File: config.mk
export PLATFORM = sky130hd
export DESIGN_NAME = scs_regs
export DESIGN_NICKNAME = d
export VERILOG_FILES = /design/src/rtl/scs_pkg.sv /design/src/rtl/scs_low_timer.sv /design/src/rtl/scs_sat_counter.sv /design/src/rtl/scs_regs.sv
export SDC_FILE = /design/constraint.sdc
export NUM_CORES = 1
export LEC_CHECK = 0
export BUFFER_PORTS_ARGS = -buffer_cell sky130_fd_sc_hd__buf_4
export CORE_ASPECT_RATIO = 0.6
export CORE_MARGIN = 2
export CORE_UTILIZATION = 57
export DETAILED_ROUTE_END_ITERATION = 8
export GPL_TIMING_DRIVEN = 0
export PLACE_DENSITY = 0.86
export SLEW_MARGIN = 25
export SYNTH_ARGS = -nofsm -noshare
export SYNTH_HDL_FRONTEND = slang
export SYNTH_SLANG_ARGS = --single-unit
File: constraint.sdc
create_clock -name ref_clk -period 5.8 [get_ports ref_clk]
set_input_delay 0.58 -clock ref_clk [delete_from_list [all_inputs] [get_ports ref_clk]]
set_output_delay 0.58 -clock ref_clk [all_outputs]
set_load 0.02 [all_outputs]
File: src/rtl/scs_pkg.sv
// shared constants and types of the serializer control/status registers
`default_nettype none

package scs_pkg;

  //////////////////////////////////////////////////////////////////////////
  // register indices; byte address is four times the index
  localparam logic [7:0] IDX_LOW      = 8'h19;
  localparam logic [7:0] IDX_PATH     = 8'h1a;
  localparam logic [7:0] IDX_ERR      = 8'h1b;
  localparam logic [7:0] IDX_IRQ_STAT = 8'h20;
  localparam logic [7:0] IDX_IRQ_CLR  = 8'h21;
  localparam logic [7:0] IDX_IRQ_EN   = 8'h22;
  localparam int unsigned AW          = 10;

  // reset values
  localparam logic [7:0] LOW_RST  = 8'h7f;
  localparam logic [7:0] PATH_RST = 8'h01;
  localparam logic [7:0] ERR_RST  = 8'h00;

  // data path control field positions
  localparam int unsigned PATH_SURR_BIT = 0;
  localparam int unsigned PATH_WIDE_BIT = 1;
  localparam int unsigned PATH_AUX_BIT  = 3;

  // low period timing: one step per oscillator period, plus five
  localparam logic [8:0] LOW_EXTRA    = 9'h005;
  localparam real        OSC_NOM_NS   = 40.0;
  localparam real        STEP_MIN_NS  = 38.0952;
  localparam real        LOW_MIN_NS   = 5000.0;
  localparam real        REF_CLK_NS   = 100.0;
  // one step per ref_clk cycle: the oscillator period rounds up to one
  localparam int unsigned STEP_CYC =
    (OSC_NOM_NS <= REF_CLK_NS) ? 1 : int'($ceil(OSC_NOM_NS / REF_CLK_NS));

  // saturating counter top
  localparam logic [7:0] ERR_SAT = 8'hff;

  // interrupt status bits
  localparam int unsigned IRQ_W        = 4;
  localparam int unsigned IRQ_CRC0     = 0;
  localparam int unsigned IRQ_CRC1     = 1;
  localparam int unsigned IRQ_SAT      = 2;
  localparam int unsigned IRQ_LOW_DONE = 3;

  // ahb-lite codes
  localparam logic [1:0] HTRANS_NONSEQ = 2'h2;
  localparam logic [1:0] HTRANS_SEQ    = 2'h3;

  // crc error strobes of both back channel ports
  typedef struct packed {
    logic port1;
    logic port0;
  } scs_crc_ev_t;

  // data path settings handed to the serializer core
  typedef struct packed {
    logic       wide_payload_select;
    logic       surround_active;
    logic       aux_audio_enable;
    logic [1:0] i2s_chan_cfg;
  } scs_path_cfg_t;

  // low period timer states, one-hot
  typedef enum logic [1:0] {
    ST_IDLE = 2'h1,
    ST_LOW  = 2'h2
  } scs_tmr_st_t;

endpackage

`default_nettype wire

File: src/rtl/scs_low_timer.sv
// low period / setup interval timer in oscillator steps
`default_nettype none

module scs_low_timer
  import scs_pkg::*;
(
  input  wire logic       ref_clk,
  input  wire logic       rst_n,
  input  wire logic       start,
  input  wire logic [7:0] low_field,
  output logic            busy,
  output logic            done
);

  scs_tmr_st_t st_q;
  logic [8:0]  cnt_q;
  logic [8:0]  len_q;
  logic [8:0]  want_q;

  //////////////////////////////////////////////////////////////////////////
  // field is latched at start so a mid-period write cannot shorten it
  always_ff @(posedge ref_clk) begin
    if (!rst_n) begin
      st_q  <= ST_IDLE;
      cnt_q <= 9'h000;
    end else begin
      case (st_q)
        ST_IDLE: begin
          if (start) begin
            st_q  <= ST_LOW;
            cnt_q <= {1'b0, low_field} + LOW_EXTRA - 9'h001;
          end
        end
        ST_LOW: begin
          if (cnt_q == 9'h000) begin
            st_q <= ST_IDLE;
          end else begin
            cnt_q <= cnt_q - 9'h001;
          end
        end
        default: st_q <= ST_IDLE;
      endcase
    end
  end

  assign busy = (st_q == ST_LOW);
  assign done = busy && (cnt_q == 9'h000);

  // helper: measured busy length and expected length
  always_ff @(posedge ref_clk) begin
    if (!rst_n) begin
      len_q  <= 9'h000;
      want_q <= 9'h000;
    end else if (!busy && start) begin
      len_q  <= 9'h001;
      want_q <= {1'b0, low_field} + LOW_EXTRA;
    end else if (busy) begin
      len_q <= len_q + 9'h001;
    end
  end

  low_len_a: assert property (@(posedge ref_clk) disable iff (!rst_n)
    done |-> len_q == want_q)
    else $error("low period length differs from field plus five");

  low_start_a: assert property (@(posedge ref_clk) disable iff (!rst_n)
    (!busy && start) |=> busy)
    else $error("timer did not start");

endmodule

`default_nettype wire

File: src/rtl/scs_sat_counter.sv
// eight bit saturating error counter with clear
`default_nettype none

module scs_sat_counter
  import scs_pkg::*;
(
  input  wire logic       ref_clk,
  input  wire logic       rst_n,
  input  wire logic       clear,
  input  wire logic       count_en,
  output logic [7:0]      count_q
);

  //////////////////////////////////////////////////////////////////////////
  // clear beats a same-cycle error: the new run starts from zero
  always_ff @(posedge ref_clk) begin
    if (!rst_n) begin
      count_q <= ERR_RST;
    end else if (clear) begin
      count_q <= ERR_RST;
    end else if (count_en && count_q != ERR_SAT) begin
      count_q <= count_q + 8'h01;
    end
  end

  sat_hold_a: assert property (@(posedge ref_clk) disable iff (!rst_n)
    (count_q == ERR_SAT && !clear) |=> count_q == ERR_SAT)
    else $error("error counter wrapped past saturation");

  cnt_clear_a: assert property (@(posedge ref_clk) disable iff (!rst_n)
    clear |=> count_q == 8'h00)
    else $error("error counter not cleared");

endmodule

`default_nettype wire

File: src/rtl/scs_regs.sv
// serializer control/status register bank on ahb-lite
// Overview of operation
// - as local bus master, scl is held low for the low-time field; reset 0x7f
// - slave side reuses the same value as data setup before releasing scl
// - low period is field plus five oscillator steps of nominal 40 ns
// - default value gives at least 5 us even at a fast oscillator
// - data path bit 3 reads back the auxiliary audio enable
// - auxiliary audio enable is captured from mode strap zero at power-up
// - bit 1 picks 24-bit plus three controls, or 28-bit payload
// - bit 0 picks stereo/quad i2s audio, or 5.1/7.1 channel transport
// - surround audio only travels by the data island i2s method
// - in a repeater, in-band i2s mode detection overrides the surround bit
// - self-test back channel crc errors count in saturating 8-bit counter
// - counter clears on a new self-test run or the external clear bit
// - second port select makes counter reads show the second port
//
// Decided for this implementation: register access over AHB-Lite.
`default_nettype none

module scs_regs
  import scs_pkg::*;
(
  input  wire logic          ref_clk,
  input  wire logic          rst_n,
  // ahb-lite slave
  input  wire logic          hsel,
  input  wire logic [AW-1:0] haddr,
  input  wire logic [1:0]    htrans,
  input  wire logic          hwrite,
  input  wire logic [2:0]    hsize,
  input  wire logic [31:0]   hwdata,
  input  wire logic          hready,
  output logic               hreadyout,
  output logic               hresp,
  output logic [31:0]        hrdata,
  // strap and bridge configuration mirror
  input  wire logic          mode_strap_pin_zero,
  input  wire logic          aux_audio_wr,
  input  wire logic          aux_audio_wr_val,
  // two-wire bus timing requests
  input  wire logic          master_low_start,
  input  wire logic          slave_setup_start,
  output logic               scl_drive_low,
  output logic               slave_setup_busy,
  output logic               slave_setup_done,
  // audio and payload configuration
  input  wire logic [1:0]    i2s_chan_cfg,
  input  wire logic          data_island_mode,
  input  wire logic          repeater_mode,
  input  wire logic          inband_i2s_valid,
  input  wire logic          inband_i2s_surround,
  output scs_path_cfg_t      path_cfg,
  // self-test back channel
  input  wire logic          bist_active,
  input  wire logic          bist_start,
  input  wire logic          err_count_clear,
  input  wire scs_crc_ev_t   crc_err,
  input  wire logic          second_port_select,
  // interrupt
  output logic               irq
);

  //////////////////////////////////////////////////////////////////////////
  // declarations
  logic [7:0]       low_q;
  logic [7:0]       path_q;
  logic             aux_q;
  logic             strap_done_q;
  logic [IRQ_W-1:0] irq_stat_q;
  logic [IRQ_W-1:0] irq_en_q;
  logic [IRQ_W-1:0] irq_set;
  logic [IRQ_W-1:0] irq_clr;
  logic             wr_q;
  logic [7:0]       widx_q;
  logic [31:0]      rdata_q;
  logic             addr_ok;
  logic [7:0]       err0;
  logic [7:0]       err1;
  logic             err_clear;
  logic             master_done;
  logic             surround_eff;
  logic [31:0]      rd_mux;

  // register index from a byte address; low two bits are ignored
  function automatic logic [7:0] idx_of(input logic [AW-1:0] a);
    idx_of = a[AW-1:2];
  endfunction

  // data path read view: reserved bits forced to zero
  function automatic logic [7:0] path_view(input logic [7:0] p,
                                           input logic       aux);
    path_view = 8'h00;
    path_view[PATH_SURR_BIT] = p[PATH_SURR_BIT];
    path_view[PATH_WIDE_BIT] = p[PATH_WIDE_BIT];
    path_view[PATH_AUX_BIT]  = aux;
  endfunction

  //////////////////////////////////////////////////////////////////////////
  // ahb-lite slave: never stalls, always okay
  assign hreadyout = 1'b1;
  assign hresp     = 1'b0;
  assign hrdata    = rdata_q;

  // only word transfers of active type are taken
  assign addr_ok = hsel && hready && htrans[1] && (hsize == 3'h2);

  // address phase capture of a write; data lands in the next cycle
  always_ff @(posedge ref_clk) begin
    if (!rst_n) begin
      wr_q   <= 1'b0;
      widx_q <= 8'h00;
    end else if (hready) begin
      wr_q   <= addr_ok && hwrite;
      widx_q <= idx_of(haddr);
    end
  end

  // read mux, evaluated in the address phase
  always_comb begin
    rd_mux = 32'h0000_0000;
    case (idx_of(haddr))
      IDX_LOW:      rd_mux[7:0] = low_q;
      IDX_PATH:     rd_mux[7:0] = path_view(path_q, aux_q);
      IDX_ERR:      rd_mux[7:0] = second_port_select ? err1 : err0;
      IDX_IRQ_STAT: rd_mux[IRQ_W-1:0] = irq_stat_q;
      IDX_IRQ_EN:   rd_mux[IRQ_W-1:0] = irq_en_q;
      default:      rd_mux = 32'h0000_0000;
    endcase
  end

  // read data registered so it stands through the data phase
  always_ff @(posedge ref_clk) begin
    if (!rst_n) begin
      rdata_q <= 32'h0000_0000;
    end else if (addr_ok && !hwrite) begin
      rdata_q <= rd_mux;
    end
  end

  //////////////////////////////////////////////////////////////////////////
  // low-time register, shared by master low and slave setup
  always_ff @(posedge ref_clk) begin
    if (!rst_n) begin
      low_q <= LOW_RST;
    end else if (wr_q && widx_q == IDX_LOW) begin
      low_q <= hwdata[7:0];
    end
  end

  // data path control; only the two writable bits are stored
  always_ff @(posedge ref_clk) begin
    if (!rst_n) begin
      path_q <= PATH_RST;
    end else if (wr_q && widx_q == IDX_PATH) begin
      path_q <= 8'h00;
      path_q[PATH_WIDE_BIT] <= hwdata[PATH_WIDE_BIT];
      path_q[PATH_SURR_BIT] <= hwdata[PATH_SURR_BIT];
    end
  end

  // aux audio copy: strap caught in the first cycle after reset release,
  // later follows writes to the bridge configuration register
  always_ff @(posedge ref_clk) begin
    if (!rst_n) begin
      aux_q        <= 1'b0;
      strap_done_q <= 1'b0;
    end else if (!strap_done_q) begin
      aux_q        <= mode_strap_pin_zero;
      strap_done_q <= 1'b1;
    end else if (aux_audio_wr) begin
      aux_q <= aux_audio_wr_val;
    end
  end

  //////////////////////////////////////////////////////////////////////////
  // audio and payload settings
  // repeater: detected in-band mode wins over software
  assign surround_eff = (repeater_mode && inband_i2s_valid) ?
                        inband_i2s_surround :
                        path_q[PATH_SURR_BIT];

  // surround is withheld unless the data island method is in use
  assign path_cfg.surround_active = surround_eff && data_island_mode;
  assign path_cfg.wide_payload_select = path_q[PATH_WIDE_BIT];
  assign path_cfg.aux_audio_enable    = aux_q;
  // stereo/quad setting applies only while surround is off
  assign path_cfg.i2s_chan_cfg =
    path_cfg.surround_active ? 2'h0 : i2s_chan_cfg;

  //////////////////////////////////////////////////////////////////////////
  // master scl low period
  scs_low_timer u_master_low (
    .ref_clk   (ref_clk),
    .rst_n     (rst_n),
    .start     (master_low_start),
    .low_field (low_q),
    .busy      (scl_drive_low),
    .done      (master_done)
  );

  // slave data setup before scl release reuses the same field
  scs_low_timer u_slave_setup (
    .ref_clk   (ref_clk),
    .rst_n     (rst_n),
    .start     (slave_setup_start),
    .low_field (low_q),
    .busy      (slave_setup_busy),
    .done      (slave_setup_done)
  );

  //////////////////////////////////////////////////////////////////////////
  // back channel error counters, one per port
  assign err_clear = bist_start || err_count_clear;

  scs_sat_counter u_err0 (
    .ref_clk  (ref_clk),
    .rst_n    (rst_n),
    .clear    (err_clear),
    .count_en (bist_active && crc_err.port0),
    .count_q  (err0)
  );

  scs_sat_counter u_err1 (
    .ref_clk  (ref_clk),
    .rst_n    (rst_n),
    .clear    (err_clear),
    .count_en (bist_active && crc_err.port1),
    .count_q  (err1)
  );

  //////////////////////////////////////////////////////////////////////////
  // interrupts: sticky status, write-one-to-clear, enable mask
  always_comb begin
    irq_set = '0;
    irq_set[IRQ_CRC0] = bist_active && crc_err.port0;
    irq_set[IRQ_CRC1] = bist_active && crc_err.port1;
    irq_set[IRQ_SAT]  = (err0 == ERR_SAT) || (err1 == ERR_SAT);
    irq_set[IRQ_LOW_DONE] = master_done;
  end

  assign irq_clr = (wr_q && widx_q == IDX_IRQ_CLR) ?
                   hwdata[IRQ_W-1:0] : '0;

  // set wins over a clear in the same cycle so no event is lost
  always_ff @(posedge ref_clk) begin
    if (!rst_n) begin
      irq_stat_q <= '0;
    end else begin
      irq_stat_q <= (irq_stat_q & ~irq_clr) | irq_set;
    end
  end

  always_ff @(posedge ref_clk) begin
    if (!rst_n) begin
      irq_en_q <= '0;
    end else if (wr_q && widx_q == IDX_IRQ_EN) begin
      irq_en_q <= hwdata[IRQ_W-1:0];
    end
  end

  assign irq = |(irq_stat_q & irq_en_q);

  //////////////////////////////////////////////////////////////////////////
  // checks
  default_low_a: assert property (@(posedge ref_clk)
    (real'(LOW_RST) + real'(LOW_EXTRA)) * STEP_MIN_NS >= LOW_MIN_NS)
    else $error("default low period below minimum");

  low_reset_a: assert property (@(posedge ref_clk)
    !rst_n |=> low_q == LOW_RST)
    else $error("low-time register reset value wrong");

  strap_cap_a: assert property (@(posedge ref_clk) disable iff (!rst_n)
    !strap_done_q |=> aux_q == $past(mode_strap_pin_zero))
    else $error("strap not captured into aux audio enable");

  path_rsv_a: assert property (@(posedge ref_clk) disable iff (!rst_n)
    (path_q & 8'hfc) == 8'h00)
    else $error("reserved data path bits stored");

  surr_dim_a: assert property (@(posedge ref_clk) disable iff (!rst_n)
    !data_island_mode |-> !path_cfg.surround_active)
    else $error("surround active without data island transport");

  rpt_over_a: assert property (@(posedge ref_clk) disable iff (!rst_n)
    (repeater_mode && inband_i2s_valid && data_island_mode)
      |-> path_cfg.surround_active == inband_i2s_surround)
    else $error("in-band surround mode did not override");

  err_view_a: assert property (@(posedge ref_clk) disable iff (!rst_n)
    (addr_ok && !hwrite && idx_of(haddr) == IDX_ERR)
      |=> hrdata[7:0] == ($past(second_port_select) ?
                          $past(err1) : $past(err0)))
    else $error("error count read shows wrong port");

  wide_fol_a: assert property (@(posedge ref_clk) disable iff (!rst_n)
    (wr_q && widx_q == IDX_PATH)
      |=> path_cfg.wide_payload_select == $past(hwdata[PATH_WIDE_BIT]))
    else $error("payload format did not follow write");

  setup_eq_a: assert property (@(posedge ref_clk) disable iff (!rst_n)
    (master_low_start && slave_setup_start && !scl_drive_low &&
     !slave_setup_busy) |=> ##[1:300] (master_done && slave_setup_done))
    else $error("setup interval differs from low period");

  irq_set_a: assert property (@(posedge ref_clk) disable iff (!rst_n)
    irq_set[IRQ_CRC0] |=> irq_stat_q[IRQ_CRC0])
    else $error("crc event lost from status");

  low_run_c: cover property (@(posedge ref_clk) disable iff (!rst_n)
    master_done);
  sat_c: cover property (@(posedge ref_clk) disable iff (!rst_n)
    err0 == ERR_SAT);
  port1_c: cover property (@(posedge ref_clk) disable iff (!rst_n)
    second_port_select && addr_ok && idx_of(haddr) == IDX_ERR);

endmodule

`default_nettype wire

# Word-level counts from Yosys, hierarchy flattened
# Index checks and enable logic that the tools add are counted.
# op_classes
mux	21
multipliers	0
shifts	0
addsub	6
div	0
reduce_logical	30
eq_ne	25
order_cmp	0
bitwise_logic	5
# op_table
op	n
$eq A8 B5 Y1 const B	5
$mux W9	4
$pmux W9 S2	2
$eq A8 B6 Y1 const B	4
$sub A9 B1 Y9 const B	3
$pmux W4 S5	1
$logic_not A9 Y1	2
$logic_and A1 B1 Y1	17
$add A8 B1 Y8 const B	2
$eq A8 B8 Y1 const B	2
$ne A8 B8 Y1 const B	2
$ne A2 B2 Y1 const B	7
$mux W2	5
$add A8 B3 Y9 const B	1
$and A4 B4 Y4	2
$mux W8	1
$pmux W2 S2	2
$pmux W4 S2	1
$reduce_and A3 Y1	2
$eq A2 B1 Y1 const B	2
$eq A2 B2 Y1 const B	2
$mux W1	4
$mux W4	1
$not A4 Y4	1
other kinds (9)	12
# totals
out_inout_bits	43
rom_bits	0
latchBits	0
mem_bits_rw	0
register_bits	75
n_memories	0

# Logic depth before layout (Yosys ltp)
# Gate-level depths: netlist of the first run.
# logic_depth
ltp_word	6
depth_mapped	6

# Hierarchy
# Synthesis of the first run repeated with hierarchy kept, for this count alone.
# hier_totals
cells_unflattened	500
area_unflattened_um2	4316.6
# modules_own_cells
module	area_each_um2	instances	cells_per_inst	seq_area_each_um2
scs_regs	2059.5	1	232	740.7
scs_low_timer	706.9	2	88	220.2
scs_sat_counter	421.7	2	46	160.2

# Worst setup path before layout of the first run
# OpenSTA, ideal clock, no wires.
# synth_path
kind	reg-to-reg
from	register u_slave_setup.cnt_q[0]
to	register u_slave_setup.cnt_q[0]
setup_ps	119
synth_period_minus_slack_ps	1885
stages_incl_launch_ff	7
arrival_ps	1766
path_buffers	0
slack_ps	3915
cell_sequence	dfxtp_1 inv_1 ha_1 or4b_2 o21ai_2 a21oi_1 o221a_2
# synth_between
elab_chain_len	3
elab_cells_between_ends	6
classes_between	add/sub (1); eq/ne (1); mux (2); reduce/logical (2)
# synth_lines
item	line_no	rtl
from (decl)	scs_low_timer.sv:16	logic [8:0] cnt_q;
from (signal assigned)	scs_low_timer.sv:31	cnt_q <= {1'b0, low_field} + LOW_EXTRA - 9'h001;
from (signal assigned)	scs_low_timer.sv:38	cnt_q <= cnt_q - 9'h001;
$sub A9 B1 Y9 or $logic_not A9 Y1 (tied branches)	scs_low_timer.sv:38, scs_low_timer.sv:35	
$mux W9 or $ne A2 B2 Y1 (tied branches)	--	
$pmux W9 S2 or $reduce_and A3 Y1 (tied branches)	--	
# Several ways; a longest one is shown, not always the timed one. The select of a mux whose other input is x is not followed.
# A chain may end at the register's enable or synchronous reset.

# Worst setup path in the final report of the first run
# layout_path
from	register u_master_low.cnt_q[0]
to	register u_master_low.cnt_q[7]
# layout_between
elab_chain_len	3
elab_cells_between_ends	6
classes_between	add/sub (1); eq/ne (1); mux (2); reduce/logical (2)
# layout_lines
item	line_no
from (decl)	scs_low_timer.sv:16
from (signal assigned)	scs_low_timer.sv:31
from (signal assigned)	scs_low_timer.sv:38
$sub A9 B1 Y9 or $logic_not A9 Y1 (tied branches)	scs_low_timer.sv:38, scs_low_timer.sv:35
$mux W9 or $ne A2 B2 Y1 (tied branches)	--
$pmux W9 S2 or $reduce_and A3 Y1 (tied branches)	--
# Several ways; a longest one is shown, not always the timed one. The select of a mux whose other input is x is not followed.

==> results of run 1 <==
## registers in the layout, indices dropped and copies added, names as in the netlist
name / flops
u_master_low.cnt_q: 9
u_slave_setup.cnt_q: 9
hrdata: 8
low_q: 8
u_err0.count_q: 8
u_err1.count_q: 8
widx_q: 8
irq_en_q: 4
irq_stat_q: 4
path_q: 2
u_master_low.st_q: 2
u_slave_setup.st_q: 2
aux_q: 1
strap_done_q: 1
wr_q: 1
## through the flow
step	util [%]	total power (W)	hold WS (ns)
final	73.55	0.001264	0.3812
after global routing	73.55	0.001308	0.3717
after CTS	73.40	0.001263	0.3694
after detailed placement	69.11	0.0007188	0.4268
after global placement	69.11	0.0007123	0.4191
after floorplan	-	0.0006646	0.4139
## path summary, 6_finish.rpt
| kind | startpoint | to | slack (ns) |
|---|---|---|---|
| max reg2reg | u_master_low.cnt_q[0]$_SDFFE_PN0P_ | u_master_low.cnt_q[7]$_SDFFE_PN0P_ | 3.53 |
| max | u_master_low.cnt_q[0]$_SDFFE_PN0P_ | u_master_low.cnt_q[7]$_SDFFE_PN0P_ | 3.53 |
| min reg2reg | strap_done_q$_DFF_P_ | aux_q$_SDFFE_PN0P_ | 0.43 |
| min | rst_n | strap_done_q$_DFF_P_ | 0.38 |
## layout by cell type, fill, tap and decap left out, types with 12 or more instances in the layout
cell | synthesis | final
o21ai_0 | 13 | 13
buf_4 | 28 | 83
a21oi_1 | 32 | 32
nand3_1 | 12 | 12
dfxtp_1 | 75 | 75
conb_1 | 2 | 26
mux2i_1 | 37 | 37
nand2_1 | 42 | 42
clkbuf_1 | 19 | 21
nor3_1 | 17 | 16
nor2_1 | 44 | 44
## report_power, final
group | leakage [nW] | switching, W | total, W | internal [W]
Sequential | 0.610 | 0.0000142 | 0.000544 | 0.000530
Clock | 0.146 | 0.000213 | 0.000549 | 0.000336
Combinational | 1.39 | 0.0000982 | 0.000172 | 0.0000739
Total | 2.15 | 0.000325 | 0.00126 | 0.000940
## routing by layer
metal | up-vias | global-route usage [%]
met3 | 37 | 9.965
li1 | 1910 | -
met4 | 0 | 12.33
met5 | - | 0
met2 | 280 | 44.11
met1 | 1933 | 42.02
## cells by family after synthesis
kind of cell             count (synthesis)
XOR/XNOR                                10
adder cells (fa/ha/maj)                  5
AND/OR/NAND/NOR                        182
buffers and inverters                   61
multiplexers                            39
other                                    2
flip-flops                              75
AO/OA/AOI/OAI                          110
## worst max-delay path, cell delays in order, from the launching register on
cell and delay (ns):
dfxtp_1 0.34, inv_1 0.14, ha_1 0.19, nor3b_1 0.67
a31oi_1 0.29, o21ai_0 0.38, o31ai_1 0.13
## area by class of cell
type / count / share of cell area [%]
inverter: 12 / 0.8980
buffer: 49 / 5.937
clock inverter: 1 / 0.09978
multi-input combinational: 372 / 46.99
clock buffer: 15 / 5.737
timing repair buffer: 55 / 8.231
sequential: 75 / 29.93
tap: 87 / 2.170
==> summary.txt, run 1 <==
Final layout
  • Final instance area: 5016 um2
  • Synth-to-layout area growth: 22.30%
  • Layout cells sized above 1: 19.34%
  • Antenna cells: 0
  • Area of the multi-input gates: 2357 um2
  • NumNets Final: 648
  • Final Non-Filler Cells: 666
  • Fillers: 519
  • Reg area: 1501 um2

Clocking
  • Num CTS Buffers: 9
  • CTS tree: yes
  • Reg clk slew, reported paths: 0.06 ns
  • CTS max path bufs: 2
  • Clock tree root driver cell: clkbuf_16
  • Post-CTS resize count: 0
  • Setup bufs post-CTS: 0
  • CTS hold repair buffers: 0
  • # clock sinks: 75
  • Latest clock arrival within the worst-skew pair: 0.34 ns
  • CTS H-Tree Depth: 3

GRT
  • Gr usage total: 30.54%
  • Initial antenna violation count: 0
  • First-pass GRT wire length: 18.80 mm
  • Largest net degree at the start of global routing: 12
  • Vias in the first global route: 3738
  • Gr ovfl total: 0

Synthesis
  • Prevailing post-synth register cell: dfxtp_1
  • Post-Synth XOR/XNOR Area: 2.135%
  • Main combinational cell family by area after synthesis: simple AND/OR/NAND/NOR gates
  • Number of synthesized flops with an enable pin: 0
  • Yosys cell types: 62
  • Synth area leaders: dfxtp_1 (37%), mux2i_1 (9.0%), buf_4 (5.1%)
  • Ys Warns: 0
  • Synthesized area per cell: 8.474 um2
  • Synth Cell Area: 4101 um2
  • Register area share after synthesis: 36.61%
  • Area share of fa/ha/maj cells after synthesis: 1.525%
  • Commonest cells in the netlist: dfxtp_1 (75), nor2_1 (44), nand2_1 (42), mux2i_1 (37), a21oi_1 (32)
  • Synthesized instance count: 484
  • Cell accounting for the most synthesized area: dfxtp_1
  • Asr flop ratio synth: 0%
  • Synth Register Bits: 75
  • Simple-gate portion of the synthesized area: 23.70%
  • Count leader, synth: dfxtp_1
  • Synth top area share: 36.61%
  • Compound-cell area share of the yosys netlist: 17.91%
  • Multiplexer area fraction after synthesis: 9.579%

Placed design
  • DP Area: 4713 um2
  • Setup WS pre-CTS: 3.291 ns
  • Dpl cells: 650
  • HPWL after detailed placement: 8.733 mm
  • Port Buffer Count: 55
  • GPL Wtd Cong: 0.9446

Power and ir drop
  • Pwr dens: 252.1 nW/um2
  • Peak VDD IR: 194.3 uV
  • Leak: 2.148 nW

Setup path
  • Crit path kind: reg -> reg
  • Critical path endpoint category: register
  • CP arrival: 2.49 ns
  • CP required: 6.02 ns
  • CP Launch Type: register
  • Worst Path Max Fanout: 5
  • Reg2Reg Depth: 6

Die
  • Die Ht: 69.71 um
  • Die width: 113.5 um
  • Area of the core: 6820 um2
  • Ports: 112
  • FP Rows: 23
  • Initial Utilization: 60.14%
  • Die area: 7912 um2

Drt
  • Vias/cell: 6.246
  • First-pass detailed-route iteration total: 5
  • Initial drt markers: 473
  • Top sig layer: met4
  • Antenna viol nets, final: 0
  • Final WL: 12.05 mm
  • Via count: 4160
  • WL met3: 1.558 mm
  • DRC viols: 0
  • DR WL/cell: 18.09 um
  • Wl on met1: 5.076 mm
  • WL met2: 5.080 mm

STA
  • Max-slew violations: 0
  • Fin crit share: 39.08%
  • Crit path time final: 2.267 ns
  • Final hold violations: 0
  • Final TNS setup: 0 ns
  • Post-route setup slack: 3.533 ns
  • FMAX: 0.4411 GHz
  • Worst Tran Pin Value: 0.9594 ns
  • RSZ-0062 raised after global routing: no
  • Clock Skews: 0.005879 ns
  • Rel. slew slack: 35.49%
  • Setup violations, final: 0

Flow run
  • Max cap viols: 0

Hold path
  • Min-Delay Path Class: in -> reg
  • Hold Path Stages: 1

Outcome
  • Run status: finished, final reports clean
Power figures use the tool's default switching activity.
==> run 2: changes to the inputs <==
Settings changed: CORE_UTILIZATION 57 to 53, PLACE_DENSITY 0.86 to 0.81.
Clock period 5.8 ns to 2.17 ns, I/O delays scaled along.
==> run 2 against run 1 <==
Compared with the run above: via count shrank 3.0%; clock power grew to 2.6 times the previous value; cell count grew 2.3%; maximum frequency grew 6.0%; first-iteration DRC count shrank 17%; sequential share of layout area shrank 0.17 points; flip-flop and latch count is the same; critical path depth is the same; register-to-register slack lost 3.5 ns; final area grew 0.57%; worst hold slack lost 0.36 ns; critical path type unchanged; largest cell class unchanged; largest power group is now registers.
==> summary.txt, run 2 (same netlist as run 1, synthesis figures left out) <==
Outcome
  • Run status: finished, final reports clean

Placed design
  • HPWL after detailed placement: 8.599 mm (-1.5%)
  • GPL Wtd Cong: 0.9371 (-0.79%)
  • Setup WS pre-CTS: 0.06144 ns (-3.230 ns)
  • Port Buffer Count: 55 (unchanged)

Clocking
  • # clock sinks: 75 (unchanged)
  • Reg clk slew, reported paths: 0.06 ns (about the same)
  • Num CTS Buffers: 9 (unchanged)
  • CTS H-Tree Depth: 3 (unchanged)
  • Clock tree root driver cell: clkbuf_16
  • CTS max path bufs: 2 (unchanged)
  • Latest clock arrival within the worst-skew pair: 0.34 ns (about the same)
  • CTS tree: yes
  • Setup bufs post-CTS: 0 (unchanged)

Die
  • Die area: 8481 um2 (+7.2%)
  • Ports: 112 (unchanged)
  • Die Ht: 72.14 um (+3.5%)
  • Die width: 117.6 um (+3.6%)
  • Initial Utilization: 55.52% (-4.6 points)
  • FP Rows: 24 (+4.3%)
  • Area of the core: 7387 um2 (+8.3%)

GRT
  • Gr usage total: 27.96% (-2.6 points)
  • First-pass GRT wire length: 18.78 mm (-0.11%)
  • Vias in the first global route: 3766 (+0.75%)
  • Initial antenna violation count: 0 (unchanged)
  • Largest net degree at the start of global routing: 12 (unchanged)
  • Gr ovfl total: 0 (unchanged)

Drt
  • Via count: 4035 (-3.0%)
  • DRC viols: 0 (unchanged)
  • DR WL/cell: 17.00 um (-6.0%)
  • Initial drt markers: 394 (-17%)
  • First-pass detailed-route iteration total: 5 (unchanged)
  • Vias/cell: 5.925 (-5.1%)
  • Antenna viol nets, final: 0 (unchanged)
  • Final WL: 11.58 mm (-3.9%)

Hold path
  • Hold Path Stages: 1 (unchanged)
  • WHS Endpoint: strap_done_q$_DFF_P_
  • Min-Delay Path Class: in -> reg
  • HP Start: rst_n

Setup path
  • Crit-path cells: inv_1, ha_1, or4b_2, o21ai_4, and2_1, o32ai_1
  • CP arrival: 2.33 ns (-0.16 ns)
  • CP Launch Type: register
  • CP required: 2.36 ns (-3.66 ns)
  • RR Startpoint: u_slave_setup.cnt_q[0]$_SDFFE_PN0P_
  • Crit path kind: reg -> reg
  • Critical-path top delay cell: or4b_2
  • CP max stage delay: 0.66 ns (about the same)
  • Worst Path Max Fanout: 9 (+4)
  • Crit Reg-Reg Endpoint: u_slave_setup.cnt_q[5]$_SDFFE_PN0P_
  • Critical path endpoint category: register
  • Reg2Reg Depth: 6 (unchanged)
  • Reg2Reg Setup Slack: 0.03 ns (-3.50 ns)

STA
  • Fin crit share: 98.59% (+60 points)
  • Post-route setup slack: 0.03065 ns (-3.502 ns)
  • FMAX: 0.4674 GHz (+6.0%)
  • Hold_ws: 0.01788 ns (-0.3633 ns)
  • Clock Skews: 0.005234 ns (-0.0006457 ns)
  • Setup violations, final: 0 (unchanged)
  • Crit path time final: 2.139 ns (-0.1275 ns)
  • Worst Tran Pin Value: 0.9058 ns (-0.05358 ns)
  • Max-slew violations: 0 (unchanged)
  • RSZ-0062 raised after global routing: yes
  • Rel. slew slack: 39.15% (+3.7 points)
  • Final hold violations: 0 (unchanged)

Final layout
  • NumNets Final: 648 (unchanged)
  • Synth-to-layout area growth: 23.00%
  • Reg area: 1501 um2 (unchanged)
  • Top flop regs: u_master_low.cnt_q: 9 flops, u_slave_setup.cnt_q: 9 flops
  • Most common cell after layout, fill and taps aside: buf_4
  • Most frequent cells in the layout: buf_4 (83), dfxtp_1 (75), nor2_1 (44)
  • Antenna cells: 0 (unchanged)
  • Layout cells sized above 1: 19.58% (+0.24 points)
  • Fillers: 603 (+16%)
  • Area of the multi-input gates: 2375 um2 (+0.74%)

Power and ir drop
  • Power Total: 0.003359 W (+170%)
  • Peak VDD IR: 591.9 uV (+200%)
  • Pwr dens: 665.8 nW/um2 (+160%)
  • Leak: 2.149 nW (about the same)

Flow run
  • Max cap viols: 0 (unchanged)
==> run 2: cell types whose count changed in the layout (fill, tap and decap cells not counted) <==
cell,change
o31ai_2,+1
o21ai_4,+1
clkinv_2,+1
o21ai_2,-1
o31ai_1,-1
nor3b_2,+1
nor3b_1,-1
bufinv_16,+1
clkbuf_8,-3
clkbuf_1,-1
==> run 2: worst max path at each step <==
stage / start / to / depth (start not counted)
6_report: u_slave_setup.cnt_q[0]$_SDFFE_PN0P_ / u_slave_setup.cnt_q[5]$_SDFFE_PN0P_ / 6
5_1_grt: u_slave_setup.cnt_q[0]$_SDFFE_PN0P_ / u_slave_setup.cnt_q[5]$_SDFFE_PN0P_ / 6
4_1_cts: u_slave_setup.cnt_q[0]$_SDFFE_PN0P_ / u_slave_setup.cnt_q[5]$_SDFFE_PN0P_ / 6
3_5_place_dp: u_slave_setup.cnt_q[0]$_SDFFE_PN0P_ / u_slave_setup.cnt_q[5]$_SDFFE_PN0P_ / 6
3_3_place_gp: widx_q[2]$_SDFFE_PN0P_ / irq_stat_q[2]$_SDFF_PN0_ / 4
2_1_floorplan: u_slave_setup.cnt_q[0]$_SDFFE_PN0P_ / u_slave_setup.cnt_q[0]$_SDFFE_PN0P_ / 6
==> run 2: where the power goes <==
part	internal (W)	leakage, nW	switching (W)	total [W]
combinational	0.000198	1.40	0.000260	0.000458
clock	0.000904	0.141	0.000545	0.00145
sequential	0.00142	0.610	0.0000362	0.00145
==> run 2: area by class of cell <==
class / count / share of cell area, %
buffer: 49 / 5.903
sequential: 75 / 29.76
clock inverter: 3 / 0.7937
tap: 104 / 2.579
clock buffer: 11 / 4.812
timing repair buffer: 55 / 8.185
inverter: 12 / 0.8929
multi-input combinational: 372 / 47.07
==> run 2: repair_timing <==
| item | in CTS | in global routing |
|---|---|---|
| endpoints found under the hold margin | 0 | 0 |
| endpoints found under the setup margin | 0 | 5 |
| hold buffers | 0 | 0 |
| resized for setup | 0 | 2 |
==> run 2: critical path, delay by kind of cell, from the launching register on <==
family                     cells  cell delay [ns]
buffers and inverters          1             0.08
AOI/OAI and AO/OA              2             0.41
DFF                            1             0.35
and+or+nand+nor                2             0.93
adders and majority gates      1             0.22
==> run 2: through the flow <==
stage                     instances  setup TNS (ns)  area (um2)  utilization [%]
after floorplan                 508               0        4192                -
after global placement          667               0        4735            64.09
after detailed placement        667               0        4735            64.09
after CTS                       681               0        5017            67.92
after global routing            681        -0.01736        5045            68.29
final                           681               0        5045            68.29
==> run 2: routing by layer <==
layer	track usage, %	vias up	routed length (um)
met5	0	-	0
met4	6.693	0	110
met3	9.670	19	1326
met2	41.78	245	4905
met1	39.11	1875	5232
li1	-	1896	-
==> run 3: changes to the inputs <==
Settings changed: ABC_AREA from default to 1, CORE_MARGIN 2 to default, PLACE_DENSITY 0.81 to 0.8.
==> run 3 against run 2 <==
Compared with the run above: die area down 0.61%; clock skew down 0.00053 ns; synthesized cell count up 36%; first-iteration DRC count up 1.8%; largest cell class unchanged; utilization up 0.81 points; register-to-register slack better by 0.44 ns; critical path depth down 1; final area up 3.2%.
==> summary.txt, run 3 <==
Clocking
  • CTS H-Tree Depth: 3 (unchanged)
  • CTS tree: yes
  • Num CTS Buffers: 9 (unchanged)
  • CTS max path bufs: 2 (unchanged)
  • Reg clk slew, reported paths: 0.06 ns (about the same)
  • Latest clock arrival within the worst-skew pair: 0.34 ns (about the same)
  • Clock tree root driver cell: clkbuf_16
  • # clock sinks: 75 (unchanged)
  • Setup bufs post-CTS: 0 (unchanged)

Final layout
  • Fillers: 674 (+12%)
  • Synth-to-layout area growth: 22.01%
  • Most frequent cells in the layout: nand2_1 (174), buf_4 (88), inv_1 (76)
  • Antenna cells: 0 (unchanged)
  • NumNets Final: 828 (+28%)
  • Top flop regs: u_master_low.cnt_q: 9 flops, u_slave_setup.cnt_q: 9 flops
  • Layout cells sized above 1: 16.73% (-2.9 points)
  • Final instance area: 5209 um2 (+3.2%)
  • Most common cell after layout, fill and taps aside: nand2_1

GRT
  • Initial antenna violation count: 0 (unchanged)
  • Largest net degree at the start of global routing: 12 (unchanged)
  • First-pass GRT wire length: 18.57 mm (-1.1%)
  • Gr usage total: 27.98% (about the same)
  • Vias in the first global route: 3882 (+3.1%)
  • Gr ovfl total: 0 (unchanged)

Synthesis
  • Yosys cell types: 29 (-53%)
  • Ys Warns: 0 (unchanged)
  • Post-Synth XOR/XNOR Area: 1.641% (-0.49 points)
  • Synthesized area per cell: 6.468 um2 (-24%)
  • Area share of fa/ha/maj cells after synthesis: 1.465% (-0.060 points)
  • Register area share after synthesis: 35.17% (-1.4 points)
  • Multiplexer area fraction after synthesis: 0% (-9.6 points)
  • Number of synthesized flops with an enable pin: 0 (unchanged)
  • Cell accounting for the most synthesized area: dfxtp_1
  • Compound-cell area share of the yosys netlist: 12.81% (-5.1 points)
  • Main combinational cell family by area after synthesis: simple AND/OR/NAND/NOR gates
  • Synthesized instance count: 660 (+36%)
  • Synth area leaders: dfxtp_1 (35%), nand2_1 (15%), nand3_1 (7.5%)
  • Commonest cells in the netlist: nand2_1 (174), inv_1 (76), dfxtp_1 (75), nor2_1 (67), nand3_1 (64)
  • Asr flop ratio synth: 0% (unchanged)
  • Synth top area share: 35.17% (-1.4 points)
  • Count leader, synth: nand2_1
  • Synth Register Bits: 75 (unchanged)
  • Prevailing post-synth register cell: dfxtp_1
  • Simple-gate portion of the synthesized area: 34.73% (+11 points)
  • Synth Cell Area: 4269 um2 (+4.1%)

Drt
  • Initial drt markers: 401 (+1.8%)
  • Antenna viol nets, final: 0 (unchanged)
  • Vias/cell: 5.185 (-12%)
  • Final WL: 11.21 mm (-3.2%)
  • First-pass detailed-route iteration total: 5 (unchanged)
  • DRC viols: 0 (unchanged)
  • DR WL/cell: 12.99 um (-24%)
  • Via count: 4475 (+11%)

Power and ir drop
  • Leak: 2.573 nW (+20%)
  • Peak VDD IR: 573.7 uV (-3.1%)
  • Pwr dens: 641.5 nW/um2 (-3.6%)

Placed design
  • DP Area: 4925 um2 (+4.0%)
  • HPWL after detailed placement: 8.689 mm (+1.0%)
  • Port Buffer Count: 58 (+5.5%)
  • GPL Wtd Cong: 0.9349 (-0.23%)

STA
  • RSZ-0062 raised after global routing: no
  • Final hold violations: 0 (unchanged)
  • Final TNS setup: 0 ns (unchanged)
  • Worst Tran Pin Value: 0.6700 ns (-0.2358 ns)
  • FMAX: 0.5315 GHz (+14%)
  • Fin crit share: 86.70% (-12 points)
  • Hold_ws: 0.07721 ns (+0.05933 ns)
  • Rel. slew slack: 55.09% (+16 points)
  • Setup violations, final: 0 (unchanged)
  • Crit path time final: 1.881 ns (-0.2579 ns)
  • Clock Skews: 0.004705 ns (-0.0005284 ns)
  • Max-slew violations: 0 (unchanged)

Die
  • FP Rows: 24 (unchanged)
  • Initial Utilization: 56.64% (+1.1 points)
  • Area of the core: 7537 um2 (+2.0%)
  • Die Ht: 71.52 um (-0.86%)
  • Die width: 117.9 um (+0.26%)
  • Die area: 8430 um2 (-0.61%)
  • Ports: 112 (unchanged)

Setup path
  • Crit path kind: reg -> out
  • Reg2Reg Setup Slack: 0.47 ns (+0.44 ns)
  • CP required: 1.95 ns (-0.41 ns)
  • Critical path endpoint category: primary output
  • Worst Path Max Fanout: 10 (+1)
  • CP arrival: 1.66 ns (-0.67 ns)
  • CP Launch Type: register

Outcome
  • Run status: finished, final reports clean

Hold path
  • Min-Delay Path Class: in -> reg

Flow run
  • Max cap viols: 0 (unchanged)
run 3: what timing repair did:
action / 4_1_cts / 5_1_grt
endpoints found under the hold margin: 1 / 0
gates resized for setup: 0 / 0
hold buffers: 1 / 0
run 3: path summary, 6_finish.rpt:
check                                 startpoint                                   to  depth (start not counted)
max           u_slave_setup.st_q[1]$_SDFFE_PN0P_                     slave_setup_done                          5
min                                    hwdata[5]                low_q[5]$_SDFFE_PN1P_                          3
max reg2reg  u_slave_setup.cnt_q[0]$_SDFFE_PN0P_  u_slave_setup.cnt_q[4]$_SDFFE_PN0P_                         11
min reg2reg                 strap_done_q$_DFF_P_                   aux_q$_SDFFE_PN0P_                          1
run 3: kinds of logic (layout without fill, tap and decap cells):
family / after synthesis / in the layout
other: 2 / 26
adders and majority gates: 5 / 5
DFF: 75 / 75
buffers and inverters: 125 / 200
AOI/OAI and AO/OA: 104 / 104
xor gates and xnor gates: 8 / 8
and+or+nand+nor: 341 / 341
run 3: layout make-up:
cell class	count	area (um2)	area share, %
multi-input combinational	484	2260	43.38
sequential	75	1501	28.83
timing repair buffer	59	445.4	8.552
inverter	83	311.5	5.981
buffer	42	286.5	5.501
clock buffer	14	264.0	5.068
tap	104	130.1	2.498
clock inverter	2	10.01	0.1922
run 3: through the flow:
step	cells	power (W)	util [%]	setup WS, ns
2_1_floorplan	684	0.001805	-	0.7776
3_3_place_gp	846	0.001940	65.34	0.6109
3_5_place_dp	846	0.001955	65.34	0.5203
4_1_cts	863	0.003337	69.11	0.2996
5_1_grt	863	0.003475	69.11	0.1543
6_report	863	0.003342	69.11	0.2886
run 3: layer usage:
layer  global-route usage, %  up-vias  wire (um)
met5                       0        -          0
met4                   7.692        0        138
met3                   8.439       15       1075
met2                   41.11      210       4609
met1                   39.73     1998       5386
li1                        -     2252          -
run 3: power breakdown:
part | total, W | switching [W] | internal [W]
Clock | 0.00140 | 0.000571 | 0.000834
Sequential | 0.00145 | 0.0000313 | 0.00142
Combinational | 0.000483 | 0.000297 | 0.000186
Total | 0.00334 | 0.000899 | 0.00244
run 3: worst max-delay path, stage by stage, from the launching register on:
cell and delay [ns]:
dfxtp_1 0.31, inv_1 0.05, nor2_1 0.29, clkinv_1 0.34
nor2_1 0.18, buf_4 0.15
